<file path="config.mk">
export PLATFORM = sky130hd
export DESIGN_NAME = thermal_alarm_and_pin_config
export DESIGN_NICKNAME = d
export VERILOG_FILES = /design/src/thermal_alarm_pkg.sv /design/src/thermal_alarm_and_pin_config.sv
export SDC_FILE = /design/constraint.sdc
export NUM_CORES = 1
export LEC_CHECK = 0
export ABC_AREA = 1
export CORE_MARGIN = 5
export CORE_UTILIZATION = 50
export DETAILED_ROUTE_END_ITERATION = 10
export DONT_BUFFER_PORTS = 1
export PLACE_DENSITY = 0.63
export SETUP_SLACK_MARGIN = 0.4
export SYNTH_ARGS = -nofsm -noshare
export SYNTH_HDL_FRONTEND = slang
export SYNTH_SLANG_ARGS = --single-unit
</file>
<file path="constraint.sdc">
create_clock -name hclk -period 3.4 [get_ports hclk]
set_clock_uncertainty 0.2 [all_clocks]
set_input_delay 0 -clock hclk [delete_from_list [all_inputs] [get_ports hclk]]
set_output_delay 0 -clock hclk [all_outputs]
set_load 0.01 [all_outputs]
</file>
<file path="src/thermal_alarm_pkg.sv">
// constants, field layout and carrier types of the thermal alarm and pin configuration bank
`default_nettype none
package thermal_alarm_pkg;

  // ==========================================================================
  // register indices (byte address is four times the index)
  localparam logic [7:0] IDX_BOOST_WINDOW = 8'h0D;
  localparam logic [7:0] IDX_ALARM1_SRC   = 8'h0E;
  localparam logic [7:0] IDX_ALARM2_SRC   = 8'h0F;
  localparam logic [7:0] IDX_PIN_FUNC_1   = 8'h10;
  localparam logic [7:0] IDX_PIN_FUNC_2   = 8'h11;
  localparam logic [7:0] IDX_BANK_CTRL    = 8'h20;
  localparam logic [7:0] IDX_ALARM_STATE  = 8'h21;
  localparam logic [7:0] IDX_ALARM1_TIME  = 8'h22;
  localparam logic [7:0] IDX_ALARM2_TIME  = 8'h23;

  // ==========================================================================
  // reset values
  localparam logic [7:0] RST_BOOST_WINDOW = 8'h00;
  localparam logic [7:0] RST_ALARM_SRC    = 8'h00;
  localparam logic [7:0] RST_PIN_FUNC_1   = 8'h7F;
  localparam logic [7:0] RST_PIN_FUNC_2   = 8'hCE;

  // ==========================================================================
  // field positions
  localparam int BOOST1_BIT      = 0;
  localparam int BOOST2_BIT      = 1;
  localparam int WIN1_LSB        = 2;
  localparam int WIN2_LSB        = 5;
  localparam int WIN_W           = 3;
  localparam int TIMER_EN_BIT    = 0;
  localparam int SRC_LSB         = 1;
  localparam int SRC_W           = 4;
  localparam int SRC_USED_W      = 5;
  localparam int CTRL_SWRST_BIT  = 0;
  localparam int CTRL_LOCK_BIT   = 1;
  localparam int PF1_TWELVE_BIT  = 0;
  localparam int PF1_GPIO_LSB    = 1;
  localparam int PF1_DIODE3_BIT  = 5;
  localparam int PF1_DIODE1_BIT  = 6;
  localparam int PF1_VID_BIT     = 7;
  localparam int PF2_RAIL_LSB    = 0;
  localparam int PF2_FAN_SPEED_INPUT_8_BIT   = 2;
  localparam int PF2_TACH7_BIT   = 3;
  localparam int PF2_LOW19_BIT   = 4;
  localparam int PF2_LOW15_BIT   = 5;
  localparam int PF2_DRIVE4_BIT  = 6;
  localparam int PF2_TACH6_BIT   = 7;

  // ==========================================================================
  // timing: shortest alarm window and the longest window code
  localparam int         CLK_PERIOD_NS  = 10;
  localparam int         WINDOW_BASE_NS = 250_000_000;
  localparam int         WINDOW_BASE_CYCLES = WINDOW_BASE_NS / CLK_PERIOD_NS;
  localparam logic [2:0] WIN_CODE_MAX   = 3'h5;

  // ==========================================================================
  // decoded pin functions handed to the pad ring
  typedef struct packed {
    logic [7:0] fan_speed_input_en;   // bit n is input n+1
    logic [3:0] gpio_en;              // general I/O on pins of inputs 1..4
    logic       voltage_id_inputs_en;
    logic       first_twelve_volt_input_en;
    logic       first_remote_diode_en;
    logic       third_remote_diode_en;
    logic       termination_sense_1_en;
    logic       termination_sense_2_en;
    logic       fan_drive_output_4_en;
    logic [1:0] rail_select;
    logic       low_range_third_input;
    logic       low_range_first_input;
  } pin_function_type;

  // over-limit flags: local, remote 1, remote 2, remote 3
  typedef struct packed {
    logic [3:0] alarm1;
    logic [3:0] alarm2;
  } over_limit_type;

endpackage
`default_nettype wire

</file>
<file path="src/thermal_alarm_and_pin_config.sv">
// AHB-Lite register bank for thermal alarms, alarm timers and pin function select
//
// Functional notes
// - alarm 1 forces fans full unless boost bit 0
// - alarm 2 forces fans full unless boost bit 1
// - bits 4:2 pick alarm 1 window
// - bits 7:5 pick alarm 2 window
// - alarm 1 timer enable, off at reset
// - local over-limit drives alarm pin 1 low
// - remote 1..3 over-limit drive alarm pin 1
// - alarm 2 timer enable, off at reset
// - local over-limit drives alarm pin 2 low
// - remote 1..3 over-limit drive alarm pin 2
// - pin function 1 bit 0: twelve-volt or tach 5
// - bits 1..4 gpio or tach 4..1 unless voltage-id
// - bit 5 third diode or voltage plus term 2
// - bit 6 first diode or voltage plus term 1
// - bit 7 voltage-id inputs override tach pins
// - pin function 2 bits 1:0 select rail
// - bits 2,3,7 voltage or tach 8,7,6
// - bit 4 scale 1.25/0.9 without third diode
// - bit 5 scale 2.5/1.8 without first diode
// - bit 6 3.3 V input or fan drive 4
// - reset values restored by software reset; lock kept until hardware reset
`default_nettype none
module thermal_alarm_and_pin_config #(
  parameter int unsigned WINDOW_BASE_CYCLES = thermal_alarm_pkg::WINDOW_BASE_CYCLES
) (
  input  wire logic                                hclk,
  input  wire logic                                hresetn,
  input  wire logic                                hsel,
  input  wire logic [31:0]                         haddr,
  input  wire logic [1:0]                          htrans,
  input  wire logic                                hwrite,
  input  wire logic [2:0]                          hsize,
  input  wire logic [31:0]                         hwdata,
  input  wire logic                                hready,
  output logic                                     hreadyout,
  output logic                                     hresp,
  output logic [31:0]                              hrdata,
  input  wire thermal_alarm_pkg::over_limit_type   over_limit,
  output logic                                     thermal_alarm_pin_1_o,
  output logic                                     thermal_alarm_pin_1_oe_n,
  output logic                                     thermal_alarm_pin_2_o,
  output logic                                     thermal_alarm_pin_2_oe_n,
  output logic                                     fan_full_drive,
  output thermal_alarm_pkg::pin_function_type      pin_function
);

  // ==========================================================================
  // elaboration check: longest window must fit the 32-bit counters
  if (WINDOW_BASE_CYCLES < 1 || WINDOW_BASE_CYCLES > 32'h07FF_FFFF) begin : g_bad_base
    $error("WINDOW_BASE_CYCLES out of range");
  end

  // ==========================================================================
  // bus slave
  logic [7:0]  boost_window_r;
  logic [7:0]  alarm1_src_r;
  logic [7:0]  alarm2_src_r;
  logic [7:0]  pin_func_1_r;
  logic [7:0]  pin_func_2_r;
  logic        lock_r;
  logic        wr_pend_r;
  logic        rd_pend_r;
  logic [7:0]  addr_idx_r;
  logic        addr_ok_r;
  logic        alarm1_r;
  logic        alarm2_r;
  logic [31:0] alarm_time [2];

  logic        accept;
  logic [7:0]  acc_idx;
  logic        wr_now;
  logic        sw_reset_now;
  logic        cfg_wr_ok;

  assign accept       = hsel && htrans[1] && hready;
  assign acc_idx      = haddr[9:2];
  assign wr_now       = wr_pend_r && addr_ok_r;
  assign sw_reset_now = wr_now && addr_idx_r == thermal_alarm_pkg::IDX_BANK_CTRL
                        && hwdata[thermal_alarm_pkg::CTRL_SWRST_BIT];
  assign cfg_wr_ok    = wr_now && !lock_r && !sw_reset_now;

  function automatic logic [31:0] read_mux(input logic [7:0] idx);
    logic [31:0] v;
    v = 32'h0000_0000;
    case (idx)
      thermal_alarm_pkg::IDX_BOOST_WINDOW: v[7:0] = boost_window_r;
      thermal_alarm_pkg::IDX_ALARM1_SRC:   v[7:0] = alarm1_src_r;
      thermal_alarm_pkg::IDX_ALARM2_SRC:   v[7:0] = alarm2_src_r;
      thermal_alarm_pkg::IDX_PIN_FUNC_1:   v[7:0] = pin_func_1_r;
      thermal_alarm_pkg::IDX_PIN_FUNC_2:   v[7:0] = pin_func_2_r;
      thermal_alarm_pkg::IDX_BANK_CTRL:
        v[thermal_alarm_pkg::CTRL_LOCK_BIT] = lock_r;
      thermal_alarm_pkg::IDX_ALARM_STATE:  v[1:0] = {alarm2_r, alarm1_r};
      thermal_alarm_pkg::IDX_ALARM1_TIME:  v = alarm_time[0];
      thermal_alarm_pkg::IDX_ALARM2_TIME:  v = alarm_time[1];
      default:                             v = 32'h0000_0000;
    endcase
    return v;
  endfunction

  // reads take one wait state so a read right after a write sees the new value
  always_ff @(posedge hclk or negedge hresetn) begin
    if (!hresetn) begin
      wr_pend_r  <= 1'b0;
      rd_pend_r  <= 1'b0;
      addr_idx_r <= 8'h00;
      addr_ok_r  <= 1'b0;
      hreadyout  <= 1'b1;
      hrdata     <= 32'h0000_0000;
    end else begin
      if (rd_pend_r) begin
        hrdata    <= addr_ok_r ? read_mux(addr_idx_r) : 32'h0000_0000;
        hreadyout <= 1'b1;
        rd_pend_r <= 1'b0;
      end else if (accept && !hwrite) begin
        hreadyout <= 1'b0;
        rd_pend_r <= 1'b1;
      end
      if (accept) begin
        addr_idx_r <= acc_idx;
        addr_ok_r  <= haddr[31:10] == 22'h00_0000 && haddr[1:0] == 2'h0;
      end
      wr_pend_r <= accept && hwrite;
    end
  end

  // every transfer is answered OKAY
  always_ff @(posedge hclk or negedge hresetn) begin
    if (!hresetn) begin
      hresp <= 1'b0;
    end else begin
      hresp <= 1'b0;
    end
  end

  // ==========================================================================
  // lock: once set only a hardware reset clears it
  always_ff @(posedge hclk or negedge hresetn) begin
    if (!hresetn) begin
      lock_r <= 1'b0;
    end else if (wr_now && addr_idx_r == thermal_alarm_pkg::IDX_BANK_CTRL
                 && hwdata[thermal_alarm_pkg::CTRL_LOCK_BIT]) begin
      lock_r <= 1'b1;
    end
  end

  // ==========================================================================
  // configuration registers
  always_ff @(posedge hclk or negedge hresetn) begin
    if (!hresetn) begin
      boost_window_r <= thermal_alarm_pkg::RST_BOOST_WINDOW;
      alarm1_src_r   <= thermal_alarm_pkg::RST_ALARM_SRC;
      alarm2_src_r   <= thermal_alarm_pkg::RST_ALARM_SRC;
      pin_func_1_r   <= thermal_alarm_pkg::RST_PIN_FUNC_1;
      pin_func_2_r   <= thermal_alarm_pkg::RST_PIN_FUNC_2;
    end else if (sw_reset_now) begin
      boost_window_r <= thermal_alarm_pkg::RST_BOOST_WINDOW;
      alarm1_src_r   <= thermal_alarm_pkg::RST_ALARM_SRC;
      alarm2_src_r   <= thermal_alarm_pkg::RST_ALARM_SRC;
      pin_func_1_r   <= thermal_alarm_pkg::RST_PIN_FUNC_1;
      pin_func_2_r   <= thermal_alarm_pkg::RST_PIN_FUNC_2;
    end else if (cfg_wr_ok) begin
      case (addr_idx_r)
        thermal_alarm_pkg::IDX_BOOST_WINDOW: boost_window_r <= hwdata[7:0];
        thermal_alarm_pkg::IDX_ALARM1_SRC:
          alarm1_src_r <= {3'h0, hwdata[thermal_alarm_pkg::SRC_USED_W-1:0]};
        thermal_alarm_pkg::IDX_ALARM2_SRC:
          alarm2_src_r <= {3'h0, hwdata[thermal_alarm_pkg::SRC_USED_W-1:0]};
        thermal_alarm_pkg::IDX_PIN_FUNC_1:   pin_func_1_r <= hwdata[7:0];
        thermal_alarm_pkg::IDX_PIN_FUNC_2:   pin_func_2_r <= hwdata[7:0];
        default: ;
      endcase
    end
  end

  // ==========================================================================
  // alarm pins and fan boost
  logic alarm1_nxt;
  logic alarm2_nxt;
  logic boost_nxt;

  // over-limit flags come from the comparators on this clock, so no synchroniser
  assign alarm1_nxt = |(over_limit.alarm1 &
    alarm1_src_r[thermal_alarm_pkg::SRC_LSB +: thermal_alarm_pkg::SRC_W]);
  assign alarm2_nxt = |(over_limit.alarm2 &
    alarm2_src_r[thermal_alarm_pkg::SRC_LSB +: thermal_alarm_pkg::SRC_W]);
  assign boost_nxt  =
    (alarm1_nxt && !boost_window_r[thermal_alarm_pkg::BOOST1_BIT]) ||
    (alarm2_nxt && !boost_window_r[thermal_alarm_pkg::BOOST2_BIT]);

  // open drain: pins only ever pull low, enable is active low
  always_ff @(posedge hclk or negedge hresetn) begin
    if (!hresetn) begin
      alarm1_r                 <= 1'b0;
      alarm2_r                 <= 1'b0;
      thermal_alarm_pin_1_o    <= 1'b0;
      thermal_alarm_pin_2_o    <= 1'b0;
      thermal_alarm_pin_1_oe_n <= 1'b1;
      thermal_alarm_pin_2_oe_n <= 1'b1;
      fan_full_drive           <= 1'b0;
    end else begin
      alarm1_r                 <= alarm1_nxt;
      alarm2_r                 <= alarm2_nxt;
      thermal_alarm_pin_1_o    <= 1'b0;
      thermal_alarm_pin_2_o    <= 1'b0;
      thermal_alarm_pin_1_oe_n <= !alarm1_nxt;
      thermal_alarm_pin_2_oe_n <= !alarm2_nxt;
      fan_full_drive           <= boost_nxt;
    end
  end

  // ==========================================================================
  // assertion timers: cycles asserted within each window
  function automatic logic [31:0] window_cycles(input logic [2:0] code);
    logic [2:0] c;
    c = (code > thermal_alarm_pkg::WIN_CODE_MAX) ? thermal_alarm_pkg::WIN_CODE_MAX : code;
    return WINDOW_BASE_CYCLES[31:0] << c;
  endfunction

  logic [1:0] timer_en;
  logic [1:0] alarm_now;
  logic [2:0] win_code [2];

  assign timer_en  = {alarm2_src_r[thermal_alarm_pkg::TIMER_EN_BIT],
                      alarm1_src_r[thermal_alarm_pkg::TIMER_EN_BIT]};
  assign alarm_now = {alarm2_r, alarm1_r};
  assign win_code[0] = boost_window_r[thermal_alarm_pkg::WIN1_LSB +: thermal_alarm_pkg::WIN_W];
  assign win_code[1] = boost_window_r[thermal_alarm_pkg::WIN2_LSB +: thermal_alarm_pkg::WIN_W];

  logic [1:0] win_end;

  for (genvar g = 0; g < 2; g++) begin : g_timer
    logic [31:0] win_cnt_r;
    logic [31:0] asrt_cnt_r;
    logic [31:0] time_r;
    logic [31:0] asrt_inc;

    assign asrt_inc      = asrt_cnt_r + {31'h0000_0000, alarm_now[g]};
    assign win_end[g]    = timer_en[g] && win_cnt_r >= window_cycles(win_code[g]) - 32'h1;
    assign alarm_time[g] = time_r;

    // a shortened window takes effect at once; a disabled timer clears its result
    always_ff @(posedge hclk or negedge hresetn) begin
      if (!hresetn) begin
        win_cnt_r  <= 32'h0000_0000;
        asrt_cnt_r <= 32'h0000_0000;
        time_r     <= 32'h0000_0000;
      end else if (!timer_en[g]) begin
        win_cnt_r  <= 32'h0000_0000;
        asrt_cnt_r <= 32'h0000_0000;
        time_r     <= 32'h0000_0000;
      end else if (win_end[g]) begin
        win_cnt_r  <= 32'h0000_0000;
        asrt_cnt_r <= 32'h0000_0000;
        time_r     <= asrt_inc;
      end else begin
        win_cnt_r  <= win_cnt_r + 32'h1;
        asrt_cnt_r <= asrt_inc;
      end
    end
  end

  // ==========================================================================
  // pin function decode
  always_ff @(posedge hclk or negedge hresetn) begin
    if (!hresetn) begin
      pin_function <= '0;
    end else begin
      pin_function.first_twelve_volt_input_en <=
        !pin_func_1_r[thermal_alarm_pkg::PF1_TWELVE_BIT];
      pin_function.fan_speed_input_en[4] <= pin_func_1_r[thermal_alarm_pkg::PF1_TWELVE_BIT];
      pin_function.voltage_id_inputs_en <= pin_func_1_r[thermal_alarm_pkg::PF1_VID_BIT];
      for (int i = 0; i < 4; i++) begin
        pin_function.fan_speed_input_en[3 - i] <= !pin_func_1_r[thermal_alarm_pkg::PF1_VID_BIT]
          && pin_func_1_r[thermal_alarm_pkg::PF1_GPIO_LSB + i];
        pin_function.gpio_en[3 - i] <= !pin_func_1_r[thermal_alarm_pkg::PF1_VID_BIT]
          && !pin_func_1_r[thermal_alarm_pkg::PF1_GPIO_LSB + i];
      end
      pin_function.third_remote_diode_en  <= pin_func_1_r[thermal_alarm_pkg::PF1_DIODE3_BIT];
      pin_function.termination_sense_2_en <= !pin_func_1_r[thermal_alarm_pkg::PF1_DIODE3_BIT];
      pin_function.first_remote_diode_en  <= pin_func_1_r[thermal_alarm_pkg::PF1_DIODE1_BIT];
      pin_function.termination_sense_1_en <= !pin_func_1_r[thermal_alarm_pkg::PF1_DIODE1_BIT];
      pin_function.rail_select <= pin_func_2_r[thermal_alarm_pkg::PF2_RAIL_LSB +: 2];
      pin_function.fan_speed_input_en[7] <= pin_func_2_r[thermal_alarm_pkg::PF2_FAN_SPEED_INPUT_8_BIT];
      pin_function.fan_speed_input_en[6] <= pin_func_2_r[thermal_alarm_pkg::PF2_TACH7_BIT];
      pin_function.fan_speed_input_en[5] <= pin_func_2_r[thermal_alarm_pkg::PF2_TACH6_BIT];
      pin_function.low_range_third_input <= pin_func_2_r[thermal_alarm_pkg::PF2_LOW19_BIT]
        && !pin_func_1_r[thermal_alarm_pkg::PF1_DIODE3_BIT];
      pin_function.low_range_first_input <= pin_func_2_r[thermal_alarm_pkg::PF2_LOW15_BIT]
        && !pin_func_1_r[thermal_alarm_pkg::PF1_DIODE1_BIT];
      pin_function.fan_drive_output_4_en <= pin_func_2_r[thermal_alarm_pkg::PF2_DRIVE4_BIT];
    end
  end
endmodule // thermal_alarm_and_pin_config
`default_nettype wire

</file>
## Word-level counts from Yosys, hierarchy flattened

Index checks and enable logic that the tools add are counted.

- Flip-flop bits (word level): 305
- Latch bits: 0
- Memory bits (writable): 0
- Memory bits (read-only): 0
- Input port bits: 82
- Output and inout port bits: 62
- Logic and storage cells: 155
- Memories kept: 0

- Add/sub/neg operators: 6
- $mul: 0
- Div/mod/pow operators: 0
- Magnitude comparators: 4
- Equality and inequality tests: 11
- Shift operators: 2
- Muxes and demuxes: 38
- Bitwise operators: 2
- Reductions and logical operators: 57

Operators with widths:

| cell | number |
|---|---|
| two-way mux 32 bit | 13 |
| two-way mux 8 bit | 15 |
| adder 32 x 1 -> 32 bit | 2 |
| adder 32 x 1 -> 32 bit, second input constant | 2 |
| greater-or-equal comparator 32 bit | 2 |
| << shifter 25 x 3 -> 32 bit, first input constant | 2 |
| subtractor 32 x 1 -> 32 bit, second input constant | 2 |
| one-hot mux 24 bit (2 select lines) | 1 |
| one-hot mux 6 bit (7 select lines) | 1 |
| == test 8 x 6 -> 1 bit, second input constant | 4 |
| logical AND 1 bit | 25 |
| == test 8 x 4 -> 1 bit, second input constant | 3 |
| zero test 22 bit | 1 |
| == test 8 x 5 -> 1 bit, second input constant | 2 |
| zero test 1 bit | 15 |
| nonzero test 2 bit | 7 |
| AND reduction 2 bit | 5 |
| one-hot mux 1 bit (9 select lines) | 1 |
| bitwise AND 4 bit | 2 |
| one-hot mux 1 bit (8 select lines) | 1 |
| OR reduction 4 bit | 2 |
| greater-than comparator 3 bit, second input constant | 2 |
| two-way mux 3 bit | 2 |
| two-way mux 1 bit | 4 |
| 3 further kinds | 4 |

## Logic depth before layout (Yosys ltp)

Gate-level depths: netlist (run 1).

- Depth after elaboration: 8
- Gate-level depth with buffers: 20
- Gate-level depth less buffers: 19

## Worst setup path before layout (run 1)

OpenSTA, ideal clock, no wires.

- Path kind: reg-to-reg
- Start point: register boost_window_r[7]
- End point: register g_timer[1].time_r[27]
- Library setup time: 0.117 ns
- Arrival: 2.428 ns
- Required time: 3.083 ns
- Setup slack: 0.655 ns
- Stages on the path, launching flop included: 21
- Path buffers: 2
- Period minus slack after synthesis: 2.745 ns
- Cell sequence: dfrtp_1 -> clkbuf_1 -> nor2_1 -> inv_1 -> nor2_1 -> inv_1 -> ha_1 -> nand2_1 -> nand2_1 -> ha_1 -> nand2_1 -> inv_1 -> nand2_1 -> inv_1 -> nand2_1 -> nand3_1 -> nand2_2 -> nand3_2 -> buf_2 -> nand2_1 -> nand2_1

- Cells in the longest elaborated chain, start to end: 7

RTL lines:

| what | RTL line | text |
|---|---|---|
| from (decl) | thermal_alarm_and_pin_config.sv:58 | `logic [7:0] boost_window_r;` |
| from (signal assigned) | thermal_alarm_and_pin_config.sv:154 | `boost_window_r <= thermal_alarm_pkg::RST_BOOST_WINDOW;` |
| from (signal assigned) | thermal_alarm_and_pin_config.sv:160 | `boost_window_r <= thermal_alarm_pkg::RST_BOOST_WINDOW;` |
| from (signal assigned) | thermal_alarm_and_pin_config.sv:167 | `thermal_alarm_pkg::IDX_BOOST_WINDOW: boost_window_r <= hwdata[7:0];` |
| greater-than comparator 3 bit | thermal_alarm_and_pin_config.sv:219 | `c = (code > thermal_alarm_pkg::WIN_CODE_MAX) ? thermal_alarm_pkg::WIN_CODE_MAX : code;` |
| two-way mux 3 bit (*) | thermal_alarm_and_pin_config.sv:219 |  |
| << shifter 25 x 3 -> 32 bit (*) | thermal_alarm_and_pin_config.sv:220 | `return WINDOW_BASE_CYCLES[31:0] << c;` |
| subtractor 32 x 1 -> 32 bit (*) | thermal_alarm_and_pin_config.sv:242 | `assign win_end[g] = timer_en[g] && win_cnt_r >= window_cycles(win_code[g]) - 32'h1;` |
| greater-or-equal comparator 32 bit (*) | thermal_alarm_and_pin_config.sv:242 |  |
| logical AND 1 bit (*) | thermal_alarm_and_pin_config.sv:242 |  |
| inequality test 2 x 1 -> 1 bit (no line) (*) | n/a |  |
| to (signal assigned) | thermal_alarm_and_pin_config.sv:258 | `time_r <= asrt_inc;` |
| to (decl) | thermal_alarm_and_pin_config.sv:238 | `logic [31:0] time_r;` |

Mark *: on every way between the ends. The rest lies on a longest branch, timed or not.
A chain may end at the register's enable or synchronous reset.

## Worst setup path after layout (run 1)

- Start point: register boost_window_r[5]
- End point: register g_timer[1].time_r[23]

Same word-level chain as after synthesis.

==> results of run 1 <==
[registers in the layout, summed over array words and instances (netlist names), 5 cells and up]
name	flops
alarm2_src_r	5
pin_function	23
g_timer.asrt_cnt_r	64
alarm1_src_r	5
pin_func_2_r	8
g_timer.time_r	64
addr_idx_r	8
boost_window_r	8
g_timer.win_cnt_r	64
hrdata	32
pin_func_1_r	8
[per-stage QoR]
step,cells,power (W),instance area [sq um]
detailed placement,2675,0.00398,17100
floorplan,2282,0.00390,16700
global route,2801,0.00816,19200
finish,2801,0.00790,19200
CTS,2777,0.00793,18800
global placement,2675,0.00397,17100
[final cells by class]
class | count | area share (%)
tap | 442 | 2.88
inverter | 245 | 4.79
clock inverter | 12 | 0.867
sequential | 299 | 39.1
multi-input combinational | 1666 | 42.0
clock buffer | 50 | 5.34
timing repair buffer | 87 | 5.02
[power by group through the flow]
stage	clock [W]	combinational, W	sequential (W)
finish	0.00392	0.000330	0.00365
global route	0.00414	0.000365	0.00365
CTS	0.00399	0.000298	0.00365
detailed placement	0	0.000264	0.00371
global placement	0	0.000254	0.00371
floorplan	0	0.000199	0.00370
[worst min path at each step]
stage / slack (ps) / startpoint / to / cells past startpoint
after floorplan: -500 / hresetn / addr_idx_r[0] / 0
after global placement: -470 / hresetn / hrdata[22] / 0
after detailed placement: -470 / hresetn / hrdata[24] / 0
after CTS: -1010 / hresetn / g_timer[1].asrt_cnt_r[16] / 0
after global routing: -1030 / hresetn / g_timer[0].asrt_cnt_r[11] / 0
final: -1010 / hresetn / hrdata[24] / 0
[timing repair]
| action | 4_1_cts | 5_1_grt |
|---|---|---|
| endpoints found under the hold margin | 351 | 299 |
| buffers inserted | 0 | 14 |
| endpoints found under the setup margin | 98 | 192 |
| cloned | 0 | 10 |
| pin swaps | 0 | 12 |
| resized for setup | 6 | 41 |
[layout by cell type (no fill, tap or decap), types with 3 or more instances in the layout]
| cell type | synthesis | routed |
|---|---|---|
| nand2_1 | 712 | 707 |
| a21oi_1 | 19 | 19 |
| inv_2 | 4 | 8 |
| buf_6 | 0 | 8 |
| bufinv_16 | 0 | 4 |
| buf_12 | 0 | 5 |
| xor2_1 | 38 | 38 |
| or2_2 | 7 | 7 |
| nand3_2 | 5 | 5 |
| a21o_1 | 7 | 7 |
| xnor2_1 | 28 | 28 |
| nor3b_1 | 3 | 3 |
| nor3_1 | 70 | 70 |
| dfrtp_2 | 0 | 4 |
| nor2_4 | 3 | 9 |
| o211ai_1 | 3 | 3 |
| o22ai_1 | 4 | 4 |
| dfrtp_1 | 284 | 280 |
| nor2_1 | 375 | 367 |
| conb_1 | 2 | 7 |
| nand2_2 | 6 | 9 |
| dfstp_2 | 15 | 15 |
| clkbuf_1 | 32 | 8 |
| inv_1 | 239 | 235 |
| a22o_1 | 4 | 4 |
| ha_1 | 60 | 57 |
| nor3_2 | 3 | 3 |
| clkbuf_16 | 0 | 43 |
| clkinv_2 | 0 | 6 |
| nor2_2 | 11 | 13 |
| dlygate4sd3_1 | 0 | 40 |
| o21ai_0 | 61 | 61 |
| nand4_1 | 77 | 77 |
| o21ai_1 | 9 | 9 |
| clkbuf_8 | 0 | 5 |
| buf_4 | 3 | 25 |
| nor4_1 | 6 | 6 |
| nand3_1 | 141 | 139 |
[routing by layer]
layer	global-route usage, %	wire length, um	up-vias
met1	35.1	21000	7116
li1	-	-	7314
met2	40.7	22200	477
met4	8.34	1720	0
met5	0	0	-
met3	3.67	2840	106
[cell families after synthesis]
kind of cell               after synthesis  share of synthesized area (%)
xor gates and xnor gates                66                           3.47
DFF                                    299                           45.0
buffers and inverters                  317                           7.44
and+or+nand+nor                       1422                           35.8
adders and majority gates               60                           4.50
other                                    2                         0.0451
AOI/OAI and AO/OA                      111                           3.78
[worst max-delay path: stages, from the launching register on]
cell and delay (ps):
dfrtp_1 430, inv_2 80, nor2_4 140, inv_2 70, nor2_4 120, inv_1 60, ha_2 190, xor2_1 190
ha_1 260, nand4_1 90, nor2_1 40, nand2_1 70, nand3_2 110, nand2_4 130, nand3_4 220, clkbuf_16 270
nand2_1 60, nand2_1 50
==> metrics.yaml, run 1 <==
outcome:
  status: "finished with violations"
  violations: "hold timing"
power_and_ir_drop:
  max-vdd-ir-drop_uv: 363
  pwr-share-seq_pct: 46.2
  powerDensity_mw_per_mm2: 412
  p_leak_nw: 9.01
  internal-power_w: 0.00613
  switching_power_w: 0.00177
  swShare_pct: 22.5
  clkPwrFrac_pct: 49.6
  p_comb_share_pct: 4.2
final_layout:
  final_util_pct: 58.7
  n_antenna_cell: 0
  ff_latch_area_sq_mm: 0.00751
  layout.nets: 2476
  multiInputGateArea_sq_mm: 0.00806
  fillers: 3122
  layout-drive-gt1-share_pct: 7.80
  area_delta_synth_final_pct: 15.2
critical_path:
  r2r_slack_ps: 490
  cp-end-kind: "flip-flop"
  rr_startpoint: "boost_window_r[5]"
  crit_type: "reg -> reg"
  r2r_end: "g_timer[1].time_r[23]"
  critPathLaunch: "boost_window_r[5]"
  cp.arrival_ps: 3090
  required_ps: 3590
  worst_r2r_path_depth: 17
  path_max_fanout: 7
  endpoint: "g_timer[1].time_r[23]"
  cp-start-kind: "flip-flop"
logic_synthesis:
  synth_cell_types: 38
  synth_edf_count: 0
  synth_seq_cells: 299
  ys.flop_type: "dfrtp_1"
  synth_area_per_cell_sq_um: 7.32
  syn_inst: 2277
  synth_top_area_share_pct: 42.6
  synth_seq_area_share_pct: 45.0
  synth_most_common_cell: "nand2_1"
  synth_area_sq_mm: 0.0167
  yosys_warnings: 0
  synth_area_leaders: "dfrtp_1 (43%), nand2_1 (16%), nor2_1 (8.4%)"
  synth_top_area_cell: "dfrtp_1"
  async_flop_share_pct: 100
  synth_common_cells: "nand2_1 (712), nor2_1 (375), dfrtp_1 (284), inv_1 (239), nand3_1 (141)"
route:
  vias: 15000
  viasPerCell: 5.36
  drt_first_iter_violations: 1119
  routedWlPerCell_um: 17.0
  ant_nets: 0
  drc: 0
  wl_mm: 47.7
  firstDrtPassIters: 5
job:
  cap_violations: 0
timing:
  period_needed_ps: 2910
  slew_headroom_pct: 40.3
  fin_setup_tns_ps: 0
  hold_slack_ps: -1010
  rsz0062_at_grt: "no"
  drv_slew: 0
  setup_viol: 0
  worstMarginPinSlew_ps: 895
  finalCritPeriodShare_pct: 85.5
  finalHoldViolations: 299
  setup_ws_ps: 495
  fmax_mhz: 344
clock_tree:
  cts_tree: "done"
  h-tree-depth: 2
  cts_root_buffer: "clkbuf_16"
  clk_latency_ps: 520
  cts-hold-fix-buffers: 40
  cts.path.max_buffers: 3
  clk_pin_slew_ps: 60
  cts_buffers: 35
  clock_sinks: 299
placed_design:
  globalplace.congestion: 0.930
  port_buffers: 0
  post-place-ws_ps: 307
  dp_hpwl_mm: 32.4
global_routing:
  grt_max_degree: 300
  overflow: 0
  grt_pass1_wl_mm: 75.2
  antenna_found_initial: 0
  grtUsageTotal_pct: 25.2
  grt_pass1_vias: 14500
hold_path:
  hold_class: "in -> async"
floorplanning:
  dieArea_sq_mm: 0.0371
  die_h_um: 193
  rows: 66
  ios: 144
  placeableCoreArea_sq_mm: 0.0327
  initial_core_util_pct: 51.0
  fp.dieW_um: 193
(Power assumes the default switching activity.)
==> inputs of run 2 (changes only) <==
- CORE_ASPECT_RATIO: not set -> 0.5
==> metrics.yaml, run 2 (synthesis gave the netlist of run 1 again) <==
final_layout:
  final_common_cell: "nand2_1"
  largestRegisters: "g_timer.asrt_cnt_r (64), g_timer.time_r (64), g_timer.win_cnt_r (64)"
  mostFrequentLayoutCells: "nand2_1 (712), nor2_1 (368), dfrtp_1 (280)"
  layout-drive-gt1-share_pct: 6.43
  fillers: 3060
  layout.nets: 2468
  area_delta_synth_final_pct: 13.8
timing:
  finalHoldViolations: 299
  worstMarginPinSlew_ps: 1140
  setup_viol: 0
  hold_slack_ps: -1060
  drv_slew: 0
  finalCritPeriodShare_pct: 84.4
  fmax_mhz: 349
  rsz0062_at_grt: "yes"
  slew_headroom_pct: 23.8
  fin_setup_tns_ps: 0
  period_needed_ps: 2870
power_and_ir_drop:
  p_leak_nw: 8.86
  max-vdd-ir-drop_uv: 292
  powerDensity_mw_per_mm2: 387
critical_path:
  rr_startpoint: "addr_idx_r[7]"
  crit_path_max_incr_delay_ps: 570
  critPathLaunch: "addr_idx_r[7]"
  cp_slowest_cell: "dlygate4sd3_1"
  required_ps: 3710
  r2r_slack_ps: 530
  path_cells: "nor2_2, nand3_2, nor2_4, inv_2, nor2_4, nand2_1, dlygate4sd3_1, o211ai_1, dlygate4sd3_1"
  cp.arrival_ps: 3180
  crit_type: "reg -> reg"
  path_max_fanout: 7
  cp-start-kind: "flip-flop"
  cp-end-kind: "flip-flop"
outcome:
  violations: "hold timing"
  status: "finished with violations"
clock_tree:
  clk_latency_ps: 570
  cts_buffers: 28
  clock_sinks: 299
  cts_root_buffer: "clkbuf_16"
  cts.path.max_buffers: 3
  h-tree-depth: 1
  cts-hold-fix-buffers: 52
  clk_pin_slew_ps: 70
  cts_tree: "done"
global_routing:
  overflow: 0
  grt_pass1_vias: 13700
  grt_max_degree: 300
  antenna_found_initial: 1
  grt_pass1_wl_mm: 73.4
  grtUsageTotal_pct: 23.9
placed_design:
  port_buffers: 0
  globalplace.congestion: 0.899
  dp_hpwl_mm: 31.9
job:
  cap_violations: 0
route:
  ant_nets: 0
  drc: 0
  firstDrtPassIters: 6
  viasPerCell: 5.26
  vias: 14700
  drt_first_iter_violations: 1223
  wl_mm: 46.7
  routedWlPerCell_um: 16.7
floorplanning:
  initial_core_util_pct: 50.5
  rows: 47
  ios: 144
  fp.dieW_um: 268
  placeableCoreArea_sq_mm: 0.0330
  dieArea_sq_mm: 0.0373
  die_h_um: 139
hold_path:
  hold_class: "in -> async"
-- run 2: stage by stage --
stage | instance area (sq um) | instances | setup slack [ps] | power [W] | utilization (%)
6_report | 19000 | 2790 | 531 | 0.00733 | 57.5
5_1_grt | 19000 | 2790 | 374 | 0.00759 | 57.5
4_1_cts | 18600 | 2774 | 393 | 0.00737 | 56.4
3_5_place_dp | 17100 | 2669 | 337 | 0.00396 | 51.8
3_3_place_gp | 17100 | 2669 | 384 | 0.00396 | 51.8
2_1_floorplan | 16700 | 2282 | 655 | 0.00390 | -
-- run 2: critical path, delay by kind of cell, from the launching register on --
family | cells | cell delay, ps
buf+inv | 3 | 1230
simple gates | 5 | 900
compound gates | 1 | 100
flops | 1 | 380
-- run 2: path summary, 6_finish.rpt --
check,cells past startpoint,endpoint
worst min-delay path,0,g_timer[1].time_r[24]
max in group asynchronous,0,boost_window_r[2]
worst max-delay path,9,pin_func_2_r[7]
worst min register to register,0,pin_function[22]
worst max register to register,9,pin_func_2_r[7]
min in group hclk,3,boost_window_r[7]
-- run 2: area by class of cell --
type	instances	area, sq um	area share (%)
clock inverters	11	143	0.752
flip-flops and latches	299	7510	39.6
repair buffers	86	987	5.21
clock buffers	41	831	4.38
inverters	245	920	4.85
well taps	441	552	2.91
multi-input cells	1666	8020	42.3
diodes	1	2.50	0.0132
-- run 2: where the power goes --
| part | switching (W) | internal [W] |
|---|---|---|
| Combinational | 0.000203 | 0.000110 |
| Clock | 0.00145 | 0.00192 |
| Sequential | 0.0000431 | 0.00360 |
| Total | 0.00170 | 0.00564 |
-- run 2: timing repair --
| item | 4_1_cts | 5_1_grt |
|---|---|---|
| hold endpoints to repair | 351 | 299 |
| buffers inserted | 0 | 6 |
| gates cloned | 1 | 9 |
| pin swaps | 0 | 3 |
| resized for setup | 5 | 25 |
| setup endpoints to repair | 83 | 193 |
-- run 2: metal layers --
layer | up-vias | part of all wire (%) | GRT usage [%]
li1 | 7291 | - | -
met1 | 6951 | 49 | 37.4
met2 | 376 | 44 | 36.1
met3 | 66 | 5.7 | 3.46
met4 | 0 | 1.7 | 3.45
met5 | - | 0 | 0
==> inputs of run 3 (changes only) <==
- ABC_AREA: 1 -> 0
- clock period: 3.4 -> 3 ns (I/O delays scaled with it)
==> metrics.yaml, run 3 <==
timing:
  fin_setup_tns_ps: -35090
  setup_ws_ps: -454
  worstMarginPinSlew_ps: 685
  setup_viol: 191
  finalCritPeriodShare_pct: 115
  fmax_mhz: 290
  slew_headroom_pct: 54.3
  drv_slew: 0
  period_needed_ps: 3450
  hold_slack_ps: -1060
  finalHoldViolations: 299
  rsz0062_at_grt: "yes"
logic_synthesis:
  yosys_warnings: 0
  synth_top_area_share_pct: 47.0
  async_flop_share_pct: 100
  synth_area_per_cell_sq_um: 9.96
  synth_area_leaders: "dfrtp_1 (47%), nor2_1 (5.0%), ha_1 (5.0%)"
  synth_fa_ha_area_share_pct: 4.97
  synth_seq_cells: 299
  synth_most_common_cell: "dfrtp_1"
  synth_xor_area_share_pct: 7.01
  synth_seq_area_share_pct: 49.6
  ys.flop_type: "dfrtp_1"
  synth_top_area_cell: "dfrtp_1"
  synth_edf_count: 0
  synth_compound_area_share_pct: 7.98
  synth_simple_gate_area_share_pct: 20.5
  syn_inst: 1518
  synth_top_family_by_area: "simple AND/OR/NAND/NOR gates"
  synthMuxAreaShare_pct: 5.89
  synth_common_cells: "dfrtp_1 (284), nor2_1 (203), nand2_1 (142), nand3_1 (88)"
  synth_area_sq_mm: 0.0151
  synth_cell_types: 70
critical_path:
  rr_startpoint: "boost_window_r[2]"
  worst_r2r_path_depth: 13
  crit_path_max_incr_delay_ps: 560
  crit_type: "reg -> reg"
  path_cells: "inv_2, or3_4, ha_4, a211o_1, ha_1, nand4_1, nor4_1, a32o_2, buf_4, or4_4, buf_12, a21oi_1, a211oi_1"
  r2r_end: "g_timer[0].time_r[29]"
  r2r_slack_ps: -450
  cp.arrival_ps: 3680
  cp-end-kind: "flip-flop"
  cp-start-kind: "flip-flop"
  required_ps: 3220
  cp_slowest_cell: "or4_4"
  path_max_fanout: 29
power_and_ir_drop:
  swShare_pct: 21.8
  powerDensity_mw_per_mm2: 429
  switching_power_w: 0.00176
  max-vdd-ir-drop_uv: 444
  clkPwrFrac_pct: 46.0
  p_leak_nw: 8.57
  pwr-share-seq_pct: 51.0
  p_comb_share_pct: 3.0
  internal-power_w: 0.00632
final_layout:
  ff_latch_area_sq_mm: 0.00750
  fillers: 2390
  layout.nets: 1797
  final_util_pct: 62.7
  multiInputGateArea_sq_mm: 0.00779
  layout-drive-gt1-share_pct: 22.2
  final_cells: 2075
  final_common_cell: "dfrtp_1"
  largestRegisters: "g_timer.asrt_cnt_r (64), g_timer.time_r (64), g_timer.win_cnt_r (64)"
  area_delta_synth_final_pct: 24.8
  mostFrequentLayoutCells: "dfrtp_1 (283), nand2_1 (138), nor2_1 (107)"
  fin_area_sq_mm: 0.0189
  n_antenna_cell: 0
floorplanning:
  die_h_um: 133
  placeableCoreArea_sq_mm: 0.0301
  dieArea_sq_mm: 0.0340
  fp.dieW_um: 256
  initial_core_util_pct: 50.3
  ios: 144
  rows: 45
outcome:
  violations: "hold timing, setup timing"
  status: "finished with violations"
route:
  drt_first_iter_violations: 992
  wl_mm: 41.1
  routedWlPerCell_um: 19.8
  firstDrtPassIters: 6
  ant_nets: 0
  drc: 0
  viasPerCell: 5.75
  vias: 11900
global_routing:
  grt_pass1_vias: 12000
  grtUsageTotal_pct: 23.8
  grt_max_degree: 300
  grt_pass1_wl_mm: 66.4
  overflow: 0
  antenna_found_initial: 0
clock_tree:
  clk_pin_slew_ps: 70
  clock_sinks: 299
  cts.path.max_buffers: 3
  h-tree-depth: 1
  cts-hold-fix-buffers: 43
  cts_tree: "done"
  clk_latency_ps: 560
  cts_root_buffer: "clkbuf_16"
  cts_buffers: 28
placed_design:
  placed_cell_area_sq_mm: 0.0161
  dp_hpwl_mm: 26.4
  post-place-cells: 1935
  globalplace.congestion: 0.915
  port_buffers: 0
job:
  cap_violations: 0
hold_path:
  hold_class: "in -> async"
run 3: cell count changes in the layout (fill, tap and decap cells not counted), sizes merged, moves of 58 or more:
cell   change
nand3     -58
nor2     -181
buf      +100
mux2i     +63
nand2    -576
inv      -173
run 3: per-stage QoR:
step           worst slack [ps]  hold slack [ps]  power (W)
4_1_cts                    -387            -1070    0.00813
3_3_place_gp               -733             -483    0.00436
5_1_grt                    -579            -1090    0.00833
2_1_floorplan              -317             -496    0.00432
3_5_place_dp               -883             -482    0.00436
6_report                   -454            -1060    0.00808
run 3: metal layers:
metal,vias up,share of wire [%],GRT usage (%)
met2,352,48,39.6
met3,57,5.7,3.57
met5,-,0,0
met4,0,1.6,4.07
li1,5558,-,-
met1,5955,45,33.9
run 3: timing repair:
item                                   4_1_cts  5_1_grt
setup endpoints to repair                  192      213
gates cloned                                15        0
pin swaps                                   62       16
endpoints found under the hold margin      351      299
gates resized for setup                    180       47
buffers inserted                            26        5
run 3: cell type report:
| type | count | area share, % |
|---|---|---|
| clock buffers | 38 | 4.24 |
| repair buffers | 171 | 9.83 |
| clock inverters | 13 | 0.803 |
| inverters | 70 | 1.39 |
| well taps | 399 | 2.65 |
| flip-flops and latches | 299 | 39.8 |
| multi-input cells | 1085 | 41.3 |
run 3: how the worst max path moves through the flow:
stage / start / slack, ps / cells past startpoint / to
2_1_floorplan: boost_window_r[3] / -320 / 12 / g_timer[0].time_r[22]
3_3_place_gp: boost_window_r[2] / -730 / 12 / g_timer[0].asrt_cnt_r[20]
3_5_place_dp: boost_window_r[2] / -880 / 12 / g_timer[0].win_cnt_r[5]
4_1_cts: boost_window_r[2] / -390 / 12 / g_timer[0].time_r[3]
5_1_grt: boost_window_r[2] / -580 / 13 / g_timer[0].time_r[25]
6_report: boost_window_r[2] / -450 / 13 / g_timer[0].time_r[29]
run 3: power by group through the flow:
stage	clock, W	combinational [W]	sequential (W)
after floorplan	0	0.000169	0.00416
after global placement	0	0.000169	0.00419
after detailed placement	0	0.000170	0.00419
after CTS	0.00377	0.000240	0.00412
after global routing	0.00395	0.000260	0.00412
final	0.00371	0.000246	0.00412
run 3: worst max-delay path: cells and delay by family, from the launching register on:
kind,cells,cell delay (ps)
compound gates,4,740
simple gates,4,1140
fa+ha+maj,2,450
buf+inv,3,380
flops,1,400
run 3: kinds of logic after synthesis:
group,count (synthesis)
adder cells (fa/ha/maj),60
AO/OA/AOI/OAI,175
multiplexers,85
other,2
flip-flops,299
AND/OR/NAND/NOR,632
XOR/XNOR,121
buffers and inverters,144
